**config.mk**
```make
export PLATFORM = sky130hd
export DESIGN_NAME = sweep_recorder
export DESIGN_NICKNAME = d
export VERILOG_FILES = /design/src/rtl/sweep_pkg.sv /design/src/rtl/trig_if.sv /design/src/rtl/trig_select.sv /design/src/rtl/sweep_recorder.sv
export SDC_FILE = /design/constraint.sdc
export NUM_CORES = 1
export LEC_CHECK = 0
export BUFFER_PORTS_ARGS = -buffer_cell sky130_fd_sc_hd__buf_2
export CAP_MARGIN = 25
export CORE_MARGIN = 10
export CORE_UTILIZATION = 33
export DETAILED_ROUTE_END_ITERATION = 12
export SLEW_MARGIN = 20
export SYNTH_ARGS = -nofsm -noshare
export SYNTH_HDL_FRONTEND = slang
export SYNTH_SLANG_ARGS = --single-unit
```
**constraint.sdc**
```tcl
create_clock -name pclk -period 10.41 [get_ports pclk]
set_clock_uncertainty 0.15 [all_clocks]
set_input_delay 0 -clock pclk [delete_from_list [all_inputs] [get_ports pclk]]
set_output_delay 0 -clock pclk [all_outputs]
set_load 0.01 [all_outputs]
```
**src/rtl/sweep_pkg.sv**
```systemverilog
// Shared register map, field layout and timing for the sweep recorder
package sweep_pkg;
  localparam logic [7:0]  ADDR_CTRL     = 8'h00;
  localparam logic [7:0]  ADDR_PRE_LEN  = 8'h04;
  localparam logic [7:0]  ADDR_POST_LEN = 8'h08;
  localparam logic [7:0]  ADDR_STATUS   = 8'h0c;
  localparam logic [7:0]  ADDR_USED     = 8'h10;
  localparam logic [7:0]  ADDR_LAST_PRE = 8'h14;
  localparam logic [7:0]  ADDR_LAST_BTW = 8'h18;
  localparam logic [7:0]  ADDR_LAST_PST = 8'h1c;
  localparam logic [7:0]  ADDR_SWEEPS   = 8'h20;

  localparam int          CTRL_EN_BIT     = 0;
  localparam int          CTRL_STREAM_BIT = 1;
  localparam int          CTRL_MODE_LSB   = 2;
  localparam int          CTRL_TSRC_LSB   = 4;
  localparam int          CTRL_SSRC_BIT   = 6;
  localparam int          STAT_SUSP_BIT   = 0;
  localparam int          STAT_EXH_BIT    = 1;
  localparam int          STAT_PHASE_LSB  = 2;

  localparam logic [31:0] PRE_LEN_RST  = 32'h0000_0000;
  localparam logic [31:0] POST_LEN_RST = 32'h0000_0000;
  localparam logic [1:0]  MODE_RST     = 2'h0;

  localparam logic [1:0]  MODE_FIRST = 2'h0;
  localparam logic [1:0]  MODE_EVERY = 2'h1;
  localparam logic [1:0]  MODE_STOP  = 2'h2;

  localparam logic [1:0]  TSRC_EXT     = 2'h0;
  localparam logic [1:0]  TSRC_ANALOG  = 2'h1;
  localparam logic [1:0]  TSRC_DIGITAL = 2'h2;
  localparam logic [1:0]  TSRC_FORMULA = 2'h3;
  localparam logic        SSRC_EXT     = 1'b0;

  localparam logic [1:0]  SEG_PRE    = 2'h0;
  localparam logic [1:0]  SEG_BTW    = 2'h1;
  localparam logic [1:0]  SEG_POST   = 2'h2;
  localparam logic [1:0]  SEG_STREAM = 2'h3;

  localparam int          CLK_PERIOD_NS  = 50;
  localparam int          BTW_MIN_US     = 2500;
  localparam int          BTW_MIN_CYCLES =
    (BTW_MIN_US * 1000 + CLK_PERIOD_NS - 1) / CLK_PERIOD_NS;
endpackage

```
**src/rtl/trig_if.sv**
```systemverilog
// Trigger source selection and event pulses between core and selector
`timescale 1ns/1ps
`default_nettype none
interface trig_if;
  logic [1:0] tsrc;
  logic       ssrc;
  logic       trig;
  logic       stop;
  modport sel  (input tsrc, input ssrc, output trig, output stop);
  modport core (output tsrc, output ssrc, input trig, input stop);
endinterface
`default_nettype wire

```
**src/rtl/trig_select.sv**
```systemverilog
// Trigger and stop-trigger source selection with rising edge detection
`timescale 1ns/1ps
`default_nettype none
module trig_select (
  input  wire logic pclk,
  input  wire logic presetn,
  input  wire logic ext_trig,
  input  wire logic analog_trig,
  input  wire logic digital_trig,
  input  wire logic formula_trig,
  input  wire logic formula_stop,
  trig_if.sel       tif
);
  typedef struct packed {
    logic prev_t;
    logic prev_s;
    logic trig;
    logic stop;
  } sel_state_t;

  sel_state_t q;
  sel_state_t n;
  logic       lvl_t;
  logic       lvl_s;

  always_comb begin
    case (tif.tsrc)
      sweep_pkg::TSRC_EXT:     lvl_t = ext_trig;
      sweep_pkg::TSRC_ANALOG:  lvl_t = analog_trig;
      sweep_pkg::TSRC_DIGITAL: lvl_t = digital_trig;
      default:                 lvl_t = formula_trig;
    endcase
    // Only two stop sources exist
    lvl_s    = (tif.ssrc == sweep_pkg::SSRC_EXT) ? ext_trig : formula_stop;
    n.prev_t = lvl_t;
    n.prev_s = lvl_s;
    n.trig   = lvl_t && !q.prev_t;
    n.stop   = lvl_s && !q.prev_s;
  end

  // A source switch may produce one stray edge; software switches while disabled
  always_ff @(posedge pclk or negedge presetn) begin
    if (!presetn) begin
      q <= '0;
    end else begin
      q <= n;
    end
  end

  assign tif.trig = q.trig;
  assign tif.stop = q.stop;
endmodule
`default_nettype wire

```
**src/rtl/sweep_recorder.sv**
```systemverilog
// Sweep capture controller with APB registers and streaming FIFO control
`timescale 1ns/1ps
`default_nettype none

module sweep_recorder #(
  parameter int unsigned DATA_W      = 16,
  parameter int unsigned MEM_DEPTH   = 32'h0010_0000,
  parameter int unsigned BTW_RESERVE = sweep_pkg::BTW_MIN_CYCLES
) (
  input  wire logic              pclk,
  input  wire logic              presetn,
  input  wire logic              psel,
  input  wire logic              penable,
  input  wire logic              pwrite,
  input  wire logic [7:0]        paddr,
  input  wire logic [31:0]       pwdata,
  output logic                   pready,
  output logic [31:0]            prdata,
  output logic                   pslverr,
  input  wire logic              ext_trig,
  input  wire logic              analog_trig,
  input  wire logic              digital_trig,
  input  wire logic              formula_trig,
  input  wire logic              formula_stop,
  input  wire logic              sample_valid,
  input  wire logic [DATA_W-1:0] sample_data,
  input  wire logic              drain_ack,
  input  wire logic              peer_fifo_empty,
  output logic                   rec_valid,
  output logic [DATA_W-1:0]      rec_data,
  output logic [1:0]             rec_seg,
  output logic                   rec_marker,
  output logic                   sweep_done,
  output logic                   log_valid,
  output logic [31:0]            log_time,
  output logic [1:0]             log_src,
  output logic                   suspended,
  output logic                   mem_exhausted
);
  typedef enum logic [1:0] {PH_IDLE, PH_PRE, PH_BTW, PH_POST} phase_t;
  typedef struct packed {
    phase_t            phase;
    logic              pready;
    logic [31:0]       prdata;
    logic              pslverr;
    logic              en;
    logic              stream;
    logic [1:0]        mode;
    logic [1:0]        tsrc;
    logic              ssrc;
    logic [31:0]       pre_len;
    logic [31:0]       post_len;
    logic [31:0]       used;
    logic [31:0]       pre_cnt;
    logic [31:0]       cur_pre;
    logic [31:0]       btw_cnt;
    logic [31:0]       post_cnt;
    logic [31:0]       last_pre;
    logic [31:0]       last_btw;
    logic [31:0]       last_post;
    logic [31:0]       sweeps;
    logic [31:0]       ts;
    logic              susp;
    logic              exh;
    logic              rec_valid;
    logic [DATA_W-1:0] rec_data;
    logic [1:0]        rec_seg;
    logic              marker;
    logic              done;
    logic              log_valid;
    logic [31:0]       log_time;
    logic [1:0]        log_src;
  } rec_state_t;
  rec_state_t  q;
  rec_state_t  n;
  logic [31:0] free;
  logic [31:0] need;
  logic [31:0] pre_inc;
  logic        dec;
  logic        emit;
  logic        count;
  logic        end_now;
  logic        wr;

  trig_if tif ();
  assign tif.tsrc = q.tsrc;
  assign tif.ssrc = q.ssrc;
  trig_select u_sel (
    .pclk         (pclk),
    .presetn      (presetn),
    .ext_trig     (ext_trig),
    .analog_trig  (analog_trig),
    .digital_trig (digital_trig),
    .formula_trig (formula_trig),
    .formula_stop (formula_stop),
    .tif          (tif)
  );
  always_comb begin
    n            = q;
    n.rec_valid  = 1'b0;
    n.marker     = 1'b0;
    n.done       = 1'b0;
    n.log_valid  = 1'b0;
    n.ts         = q.ts + 32'h1;
    emit         = 1'b0;
    count        = 1'b0;
    end_now      = 1'b0;
    dec          = drain_ack && (q.used != 32'h0);
    free         = 32'(MEM_DEPTH) - q.used;
    need         = q.pre_len + q.post_len
                   + ((q.mode == sweep_pkg::MODE_STOP) ? 32'(BTW_RESERVE) : 32'h0);
    // Pre count saturates at the set length
    pre_inc      = q.pre_cnt + {31'h0, sample_valid && (q.pre_cnt < q.pre_len)};
    // One wait state so read data leaves a flip-flop
    wr       = psel && penable && q.pready && pwrite;
    n.pready = psel && penable && !q.pready;
    if (n.pready) begin
      n.prdata  = 32'h0;
      n.pslverr = 1'b0;
      case (paddr)
        sweep_pkg::ADDR_CTRL: begin
          n.prdata[sweep_pkg::CTRL_EN_BIT]        = q.en;
          n.prdata[sweep_pkg::CTRL_STREAM_BIT]    = q.stream;
          n.prdata[sweep_pkg::CTRL_MODE_LSB +: 2] = q.mode;
          n.prdata[sweep_pkg::CTRL_TSRC_LSB +: 2] = q.tsrc;
          n.prdata[sweep_pkg::CTRL_SSRC_BIT]      = q.ssrc;
        end
        sweep_pkg::ADDR_PRE_LEN:  n.prdata = q.pre_len;
        sweep_pkg::ADDR_POST_LEN: n.prdata = q.post_len;
        sweep_pkg::ADDR_STATUS: begin
          n.prdata[sweep_pkg::STAT_SUSP_BIT]       = q.susp;
          n.prdata[sweep_pkg::STAT_EXH_BIT]        = q.exh;
          n.prdata[sweep_pkg::STAT_PHASE_LSB +: 2] = q.phase;
        end
        sweep_pkg::ADDR_USED:     n.prdata = q.used;
        sweep_pkg::ADDR_LAST_PRE: n.prdata = q.last_pre;
        sweep_pkg::ADDR_LAST_BTW: n.prdata = q.last_btw;
        sweep_pkg::ADDR_LAST_PST: n.prdata = q.last_post;
        sweep_pkg::ADDR_SWEEPS:   n.prdata = q.sweeps;
        default:                  n.pslverr = 1'b1;
      endcase
    end
    if (wr) begin
      case (paddr)
        sweep_pkg::ADDR_CTRL: begin
          n.en     = pwdata[sweep_pkg::CTRL_EN_BIT];
          n.stream = pwdata[sweep_pkg::CTRL_STREAM_BIT];
          n.mode   = pwdata[sweep_pkg::CTRL_MODE_LSB +: 2];
          n.tsrc   = pwdata[sweep_pkg::CTRL_TSRC_LSB +: 2];
          n.ssrc   = pwdata[sweep_pkg::CTRL_SSRC_BIT];
        end
        sweep_pkg::ADDR_PRE_LEN:  n.pre_len  = pwdata;
        sweep_pkg::ADDR_POST_LEN: n.post_len = pwdata;
        sweep_pkg::ADDR_STATUS:   n.exh      = q.exh && !pwdata[sweep_pkg::STAT_EXH_BIT];
        default: ;
      endcase
    end
    // Drain runs in every mode, including while suspended
    n.used = q.used - {31'h0, dec};
    if (!q.en) begin
      n.phase    = PH_IDLE;
      n.susp     = 1'b0;
      n.pre_cnt  = 32'h0;
      n.btw_cnt  = 32'h0;
      n.post_cnt = 32'h0;
    end else if (q.stream) begin
      n.rec_seg = sweep_pkg::SEG_STREAM;
      if (q.susp) begin
        if ((q.used == 32'h0) && peer_fifo_empty) begin
          n.susp   = 1'b0;
          n.marker = 1'b1;
        end
      end else if (sample_valid) begin
        emit  = 1'b1;
        count = 1'b1;
      end
    end else begin
      case (q.phase)
        PH_IDLE: begin
          n.phase   = PH_PRE;
          n.pre_cnt = 32'h0;
        end
        PH_PRE: begin
          if (sample_valid) begin
            emit      = 1'b1;
            n.rec_seg = sweep_pkg::SEG_PRE;
            n.pre_cnt = pre_inc;
          end
          if (tif.trig) begin
            n.log_valid = 1'b1;
            if (free >= need) begin
              // Pre segment is whatever was gathered so far
              n.cur_pre  = pre_inc;
              n.used     = n.used + pre_inc;
              n.btw_cnt  = 32'h0;
              n.post_cnt = 32'h0;
              if (q.mode == sweep_pkg::MODE_STOP) begin
                n.phase = PH_BTW;
              end else if (q.post_len == 32'h0) begin
                end_now = 1'b1;
              end else begin
                n.phase = PH_POST;
              end
            end else begin
              n.exh = 1'b1;
            end
          end
        end
        PH_BTW: begin
          // Triggers are not looked at here
          if (tif.stop) begin
            if (q.post_len == 32'h0) begin
              end_now = 1'b1;
            end else begin
              n.phase = PH_POST;
            end
          end else if (q.used >= 32'(MEM_DEPTH)) begin
            end_now = 1'b1;
            n.exh   = 1'b1;
          end else if (sample_valid) begin
            emit      = 1'b1;
            count     = 1'b1;
            n.rec_seg = sweep_pkg::SEG_BTW;
            n.btw_cnt = q.btw_cnt + 32'h1;
          end
        end
        PH_POST: begin
          // Stop-triggers never matter here
          if ((q.mode == sweep_pkg::MODE_EVERY) && tif.trig) begin
            n.log_valid = 1'b1;
            if (q.post_len <= free) begin
              n.btw_cnt  = q.btw_cnt + q.post_cnt;
              n.post_cnt = 32'h0;
            end else begin
              end_now = 1'b1;
              n.exh   = 1'b1;
            end
          end else if (sample_valid) begin
            emit       = 1'b1;
            count      = 1'b1;
            n.rec_seg  = sweep_pkg::SEG_POST;
            n.post_cnt = q.post_cnt + 32'h1;
            if (n.post_cnt >= q.post_len) begin
              end_now = 1'b1;
            end
          end
        end
        default: n.phase = PH_IDLE;
      endcase
    end
    if (emit) begin
      n.rec_valid = 1'b1;
      n.rec_data  = sample_data;
    end
    if (count) begin
      n.used = n.used + 32'h1;
    end
    if (q.en && q.stream && !q.susp && (n.used >= 32'(MEM_DEPTH))) begin
      n.susp = 1'b1;
    end
    if (n.log_valid) begin
      n.log_time = q.ts;
      n.log_src  = q.tsrc;
    end
    // Closing a sweep commits all segments gathered so far
    if (end_now) begin
      n.last_pre  = n.cur_pre;
      n.last_btw  = n.btw_cnt;
      n.last_post = n.post_cnt;
      n.sweeps    = q.sweeps + 32'h1;
      n.done      = 1'b1;
      n.phase     = PH_PRE;
      n.pre_cnt   = 32'h0;
    end
  end
  // All-zero reset leaves the phase idle
  always_ff @(posedge pclk or negedge presetn) begin
    if (!presetn) begin
      q          <= '0;
      q.mode     <= sweep_pkg::MODE_RST;
      q.pre_len  <= sweep_pkg::PRE_LEN_RST;
      q.post_len <= sweep_pkg::POST_LEN_RST;
    end else begin
      q <= n;
    end
  end
  assign pready        = q.pready;
  assign prdata        = q.prdata;
  assign pslverr       = q.pslverr;
  assign rec_valid     = q.rec_valid;
  assign rec_data      = q.rec_data;
  assign rec_seg       = q.rec_seg;
  assign rec_marker    = q.marker;
  assign sweep_done    = q.done;
  assign log_valid     = q.log_valid;
  assign log_time      = q.log_time;
  assign log_src       = q.log_src;
  assign suspended     = q.susp;
  assign mem_exhausted = q.exh;
endmodule
`default_nettype wire

```
==> impl_metrics.tcl, run 1 <==
set metrics [dict create \
    via_per_inst 5.473 \
    post-route-period-util 0.9256 \
    cp-start-kind "flop" \
    tns_ns 0 \
    gp_congestion 0.9262 \
    area_delta_synth_final_pct 14.22 \
    met3WireLength_mm 8.515 \
    route.met2.wl_mm 49.66 \
    die_h_um 338.7 \
    slew_headroom 0.3135 \
    wire_per_inst_um 21.59 \
    yosysMostFrequentCell "dfrtp_1" \
    track_usage 0.1878 \
    ir_drop_v 0.0001255 \
    drtIter0Drc 2786 \
    dp_hpwl_mm 84.43 \
    antenna_found_initial 10 \
    path_class "flop to flop" \
    htree_num_levels 2 \
    dr.pass1.iters 7 \
    worstHoldPathType "input port to flop" \
    avgSynthCellArea_um2 9.027 \
    setup_viol 0 \
    mappedNetlistArea_mm2 0.03353 \
    ff2ff_setup_slack_ns 0.77 \
    yosys.area_share.adder 0.1008 \
    async_reset_ff_frac 1.000 \
    leakagePower_nw 18.12 \
    routed_wirelength_mm 112.8 \
    synth_common_cells "dfrtp_1 (489), nand2_1 (387), ha_1 (255), nor2_1 (247), a21oi_1 (226)" \
    fill_cells 10170 \
    crit_top_cell "o21ai_0" \
    rsz0062_at_grt "no" \
    synth_compound_area_frac 0.1737 \
    drtAntennaViolNets 0 \
    cts_tree "built" \
    worstSkewPairLatency_ns 0.68 \
    core.rowCount 116 \
    p_per_area_mw_per_mm2 188.3 \
    cap_violations 0 \
    die_w_um 338.7 \
    fin_util 0.3813 \
    hold_viol 0 \
    fin_nets 4148 \
    synth_top_cell_by_area "dfrtp_1" \
    ys_seq_area_frac 0.3650 \
    drc 0 \
    root_buffer "clkbuf_16" \
    core_mm2 0.1004 \
    end_kind "flop" \
    synth_edf_count 0 \
    syn-num-nets 4047 \
    worst-path-buf-inv 3 \
    dr.max_layer_used "met5" \
    grt_max_degree 102 \
    start_util 0.3338 \
    maxSlewViolCount 0 \
    clock_sinks 489 \
    status "finished clean" \
    grt_pass1_wl_mm 170.6 \
    critical_path.top_delay_family "compound AO/OA/AOI/OAI gates" \
    syn_inst 3714 \
    hold_ws_ns 0.02137 \
    synth_flop_cell "dfrtp_1" \
    cts-buffers-inserted 58 \
    synthTopCellsByArea "dfrtp_1 (36%), ha_1 (9.5%), xnor2_1 (5.1%)" \
    globalRouteOverflowTotal 0 \
    slowest_stage "or4b_1" \
    cp.arrival_ns 9.98 \
    cts_max_path_buffers 3 \
    critical_path_peak_fanout 15 \
    max_freq_ghz 0.1038 \
    synth_top_area_share 0.3650 \
    synth_top_family_by_area "compound AO/OA/AOI/OAI gates" \
    worst_pin_slew_ns 1.026 \
    ys_ff_latch 489 \
    clkSlewWorstSetupHoldPaths_ns 0.06 \
    critPathRequiredTime_ns 10.76 \
    critical-path-max-stage-delay_ns 0.53 \
    first_global_vias 27710 \
    io_pins 161 \
    synth_xor_xnor_area_share 0.08098 \
    wl_met1_mm 50.84 \
    die-area_mm2 0.1147 \
    drive_above_1_share 0.1335 \
    synth-simple-area-share 0.1612 \
    ys_warn_count 0 \
    yosysUniqueCellTypes 89 \
    io_buffers 160 \
    synth_mux_area_frac 0.06034 \
    period_needed_ns 9.636 \
    dr_total_vias 28600 \
]
cells by family (layout without fill, tap and decap cells):
kind of cell	after synthesis	count (layout)
AO/OA/AOI/OAI	895	895
XOR/XNOR	310	310
adder cells (fa/ha/maj)	265	265
buffers and inverters	432	582
flip-flops	489	489
multiplexers	183	183
other	0	5
AND/OR/NAND/NOR	1140	1140
final timing paths:
| kind | startpoint | to | depth (start not counted) |
|---|---|---|---|
| max | q[379] | suspended | 35 |
| min | pwdata[4] | q[382] | 4 |
| max reg2reg | q[379] | suspended | 35 |
| min reg2reg | u_sel.q[2] | u_sel.tif.stop | 1 |
| max in group asynchronous | presetn | q[245] | 5 |
| min in group asynchronous | presetn | q[290] | 4 |
layer usage:
layer,vias up,global-route usage
met3,200,0.03423
met5,-,0
met1,13960,0.2607
met2,1030,0.2915
met4,6,0.06187
li1,13400,-
registers in the layout (all words and copies together) (netlist names):
register and flops:
pslverr 1, u_sel.q 2, tif.ssrc 1, log_time 32, u_sel.tif.stop 1, rec_marker 1
u_sel.tif.trig 1, log_valid 1, prdata 32, pready 1, rec_data 16, sweep_done 1
tif.tsrc 2, rec_seg 2, rec_valid 1, log_src 2, mem_exhausted 1, q 390
suspended 1
power breakdown:
| group | switching, mW | internal (mW) | leakage (nW) | total, mW |
|---|---|---|---|---|
| Sequential | 0.294 | 2.14 | 6.05 | 2.43 |
| Combinational | 1.60 | 0.960 | 11.1 | 2.56 |
| Clock | 0.923 | 1.30 | 1.01 | 2.22 |
placed cells by master (no fill, tap or decap), drive strengths merged, types with 76 or more instances in the layout:
master / n
xnor2: 194
a21oi: 226
nand3: 119
nand2: 387
buf: 216
o21ai: 229
ha: 255
nor2: 247
dfrtp: 489
inv: 168
xor2: 116
dlygate4sd3: 89
clkbuf: 76
a21o: 112
mux2: 143
worst min-delay path: stages:
cell	delay [ns]
dlygate4sd3_1	0.54
buf_2	0.16
nand2_1	0.05
o21ai_0	0.06
through the flow:
step | instances | cell area, um^2 | setup slack, ns | power, mW
after floorplan | 3714 | 33530 | 1.369 | 4.167
after global placement | 5017 | 35170 | 1.037 | 4.897
after detailed placement | 5019 | 35180 | 0.9057 | 4.928
after CTS | 5218 | 38200 | 0.7677 | 7.216
after global routing | 5225 | 38290 | 0.07832 | 7.626
final | 5226 | 38300 | 0.7741 | 7.213
area by class of cell:
type | count | area, um^2 | share of cell area
antenna | 5 | 12.51 | 0.0003267
clock buffer | 76 | 1649 | 0.04306
clock inverter | 33 | 451.7 | 0.01179
inverter | 168 | 630.6 | 0.01647
multi-input combinational | 2793 | 19400 | 0.5066
sequential | 489 | 12240 | 0.3195
tap | 1357 | 1698 | 0.04434
timing repair buffer | 305 | 2215 | 0.05783
what timing repair did:
action,CTS,global route
setup endpoints to repair,0,1
endpoints found under the hold margin,198,0
buffers inserted,0,0
gates resized for setup,0,1
hold buffers,90,0
Note: power is estimated with default switching activity, not from simulation.
==> run 2, diff against run 1 <==
--- a/config.mk
+++ b/config.mk
@@ -9,6 +9,7 @@
 export CAP_MARGIN = 25
 export CORE_MARGIN = 10
 export CORE_UTILIZATION = 33
+export CTS_BUF_LIST = sky130_fd_sc_hd__clkbuf_4 sky130_fd_sc_hd__clkbuf_8
 export DETAILED_ROUTE_END_ITERATION = 12
 export SLEW_MARGIN = 20
 export SYNTH_ARGS = -nofsm -noshare
==> impl_metrics.tcl, run 2 (synthesis results as in run 1) <==
set metrics [dict create \
    status "finished clean" \
    gp_congestion 0.9262 \
    power_switching_share 0.3904 \
    grt_pass1_wl_mm 172.2 \
    globalRouteOverflowTotal 0 \
    track_usage 0.1901 \
    p_total_mw 7.140 \
    grt_max_degree 102 \
    largest_reg_flops 390 \
    worst-path-buf-inv 3 \
    crit_top_cell "o21ai_0" \
    p_switching_mw 2.788 \
    area_delta_synth_final_pct 14.96 \
    critPathRequiredTime_ns 10.82 \
    end_kind "flop" \
    fin_area_mm2 0.03854 \
    use_met2 0.2929 \
    cts_tree "built" \
    dp.cells 5019 \
    worstSkewPairLatency_ns 0.74 \
    drc 0 \
    post-place-ws_ns 0.9057 \
    max_freq_ghz 0.1045 \
    multiInputGateArea_mm2 0.01940 \
    worst_pin_slew_ns 1.024 \
    slowest_stage "or4b_1" \
    grt_use_met1 0.2614 \
    io_pins 161 \
    p_per_area_mw_per_mm2 185.2 \
    core_mm2 0.1004 \
    critical-path-max-stage-delay_ns 0.52 \
    final_cell_count_no_fill 5308 \
    rsz0062_at_grt "no" \
    root_buffer "clkbuf_8" \
    worst_slack_ns 0.8380 \
    dr_total_vias 28990 \
    drtAntennaViolNets 0 \
    final_common_cell "dfrtp_1" \
    cts-buffers-inserted 92 \
    tns_ns 0 \
    layout_common_cells "dfrtp_1 (489), nand2_1 (386), ha_1 (255), nor2_1 (247), a21oi_1 (226)" \
    fin_util 0.3837 \
    pwr-share-comb 0.360 \
    io_buffers 160 \
    hold_ws_ns 0.03344 \
    critical_path.top_delay_family "compound AO/OA/AOI/OAI gates" \
    wire_per_inst_um 21.43 \
    cp.arrival_ns 9.98 \
    period_needed_ns 9.572 \
    slew_headroom 0.3147 \
    seq_area_mm2 0.01224 \
    ir_drop_v 0.0001135 \
    htree_num_levels 3 \
    maxSlewViolCount 0 \
    via_per_inst 5.461 \
    clockPowerShare 0.299 \
    fill_cells 10190 \
    cp-start-kind "flop" \
    path_class "flop to flop" \
    cap_violations 0 \
    power.internal_mw 4.352 \
    die_w_um 338.7 \
    critical_path_peak_fanout 15 \
    post-route-period-util 0.9195 \
    antenna_found_initial 11 \
    worstHoldPathType "input port to flop" \
    first_global_vias 28230 \
    die_h_um 338.7 \
    largest_register "q" \
    core.rowCount 116 \
    clkSlewWorstSetupHoldPaths_ns 0.06 \
    p_seq_frac 0.341 \
    dp_hpwl_mm 84.43 \
    start_util 0.3338 \
    fin_nets 4211 \
    setup_viol 0 \
    grt.met3_usage 0.03675 \
    die-area_mm2 0.1147 \
    drive_above_1_share 0.1452 \
    clock_sinks 489 \
    dpl-instance-area_mm2 0.03518 \
    drtIter0Drc 2795 \
    hold_viol 0 \
    cts_max_path_buffers 3 \
    dr.pass1.iters 12 \
    top_usage_layer "met2" \
    routed_wirelength_mm 113.7 \
    leakagePower_nw 18.32 \
]
==> run 2: final timing paths <==
check | from | to | slack (ns) | cells after the start
min in group asynchronous | presetn | q[369] | 0.37 | 4
worst max-delay path | q[379] | suspended | 0.84 | 35
worst max register to register | q[379] | suspended | 0.84 | 35
worst min register to register | u_sel.q[2] | u_sel.tif.stop | 0.24 | 1
max in group asynchronous | presetn | q[245] | 8.32 | 5
worst min-delay path | pwdata[1] | q[379] | 0.03 | 4
==> run 2: power groups by stage <==
stage	Clock [mW]	Combinational, mW	Sequential (mW)
CTS	2.19	2.54	2.42
global placement	0	2.45	2.45
global route	2.28	2.83	2.46
finish	2.14	2.57	2.43
floorplan	0	1.86	2.31
detailed placement	0	2.48	2.45
==> run 2: worst min-delay path, stage by stage <==
cell           delay [ns]
dlygate4sd3_1        0.52
buf_2                0.20
nand2_1              0.06
o21ai_0              0.07
==> run 2: area by class of cell <==
class / count / area share
well taps: 1357 / 0.04405
inverters: 168 / 0.01636
diodes: 5 / 0.0003246
multi-input cells: 2793 / 0.5033
repair buffers: 334 / 0.06499
clock buffers: 139 / 0.04542
clock inverters: 23 / 0.008083
flip-flops and latches: 489 / 0.3175
==> run 2: layer usage <==
layer | vias up | routed length [um]
li1 | 13540 | -
met5 | - | 34
met4 | 6 | 4153
met3 | 228 | 8774
met2 | 1153 | 49770
met1 | 14060 | 51000
==> run 2: repair_timing <==
action,CTS,global route
hold buffers,119,0
hold endpoints to repair,202,0
setup buffers,0,0
resized for setup,0,0
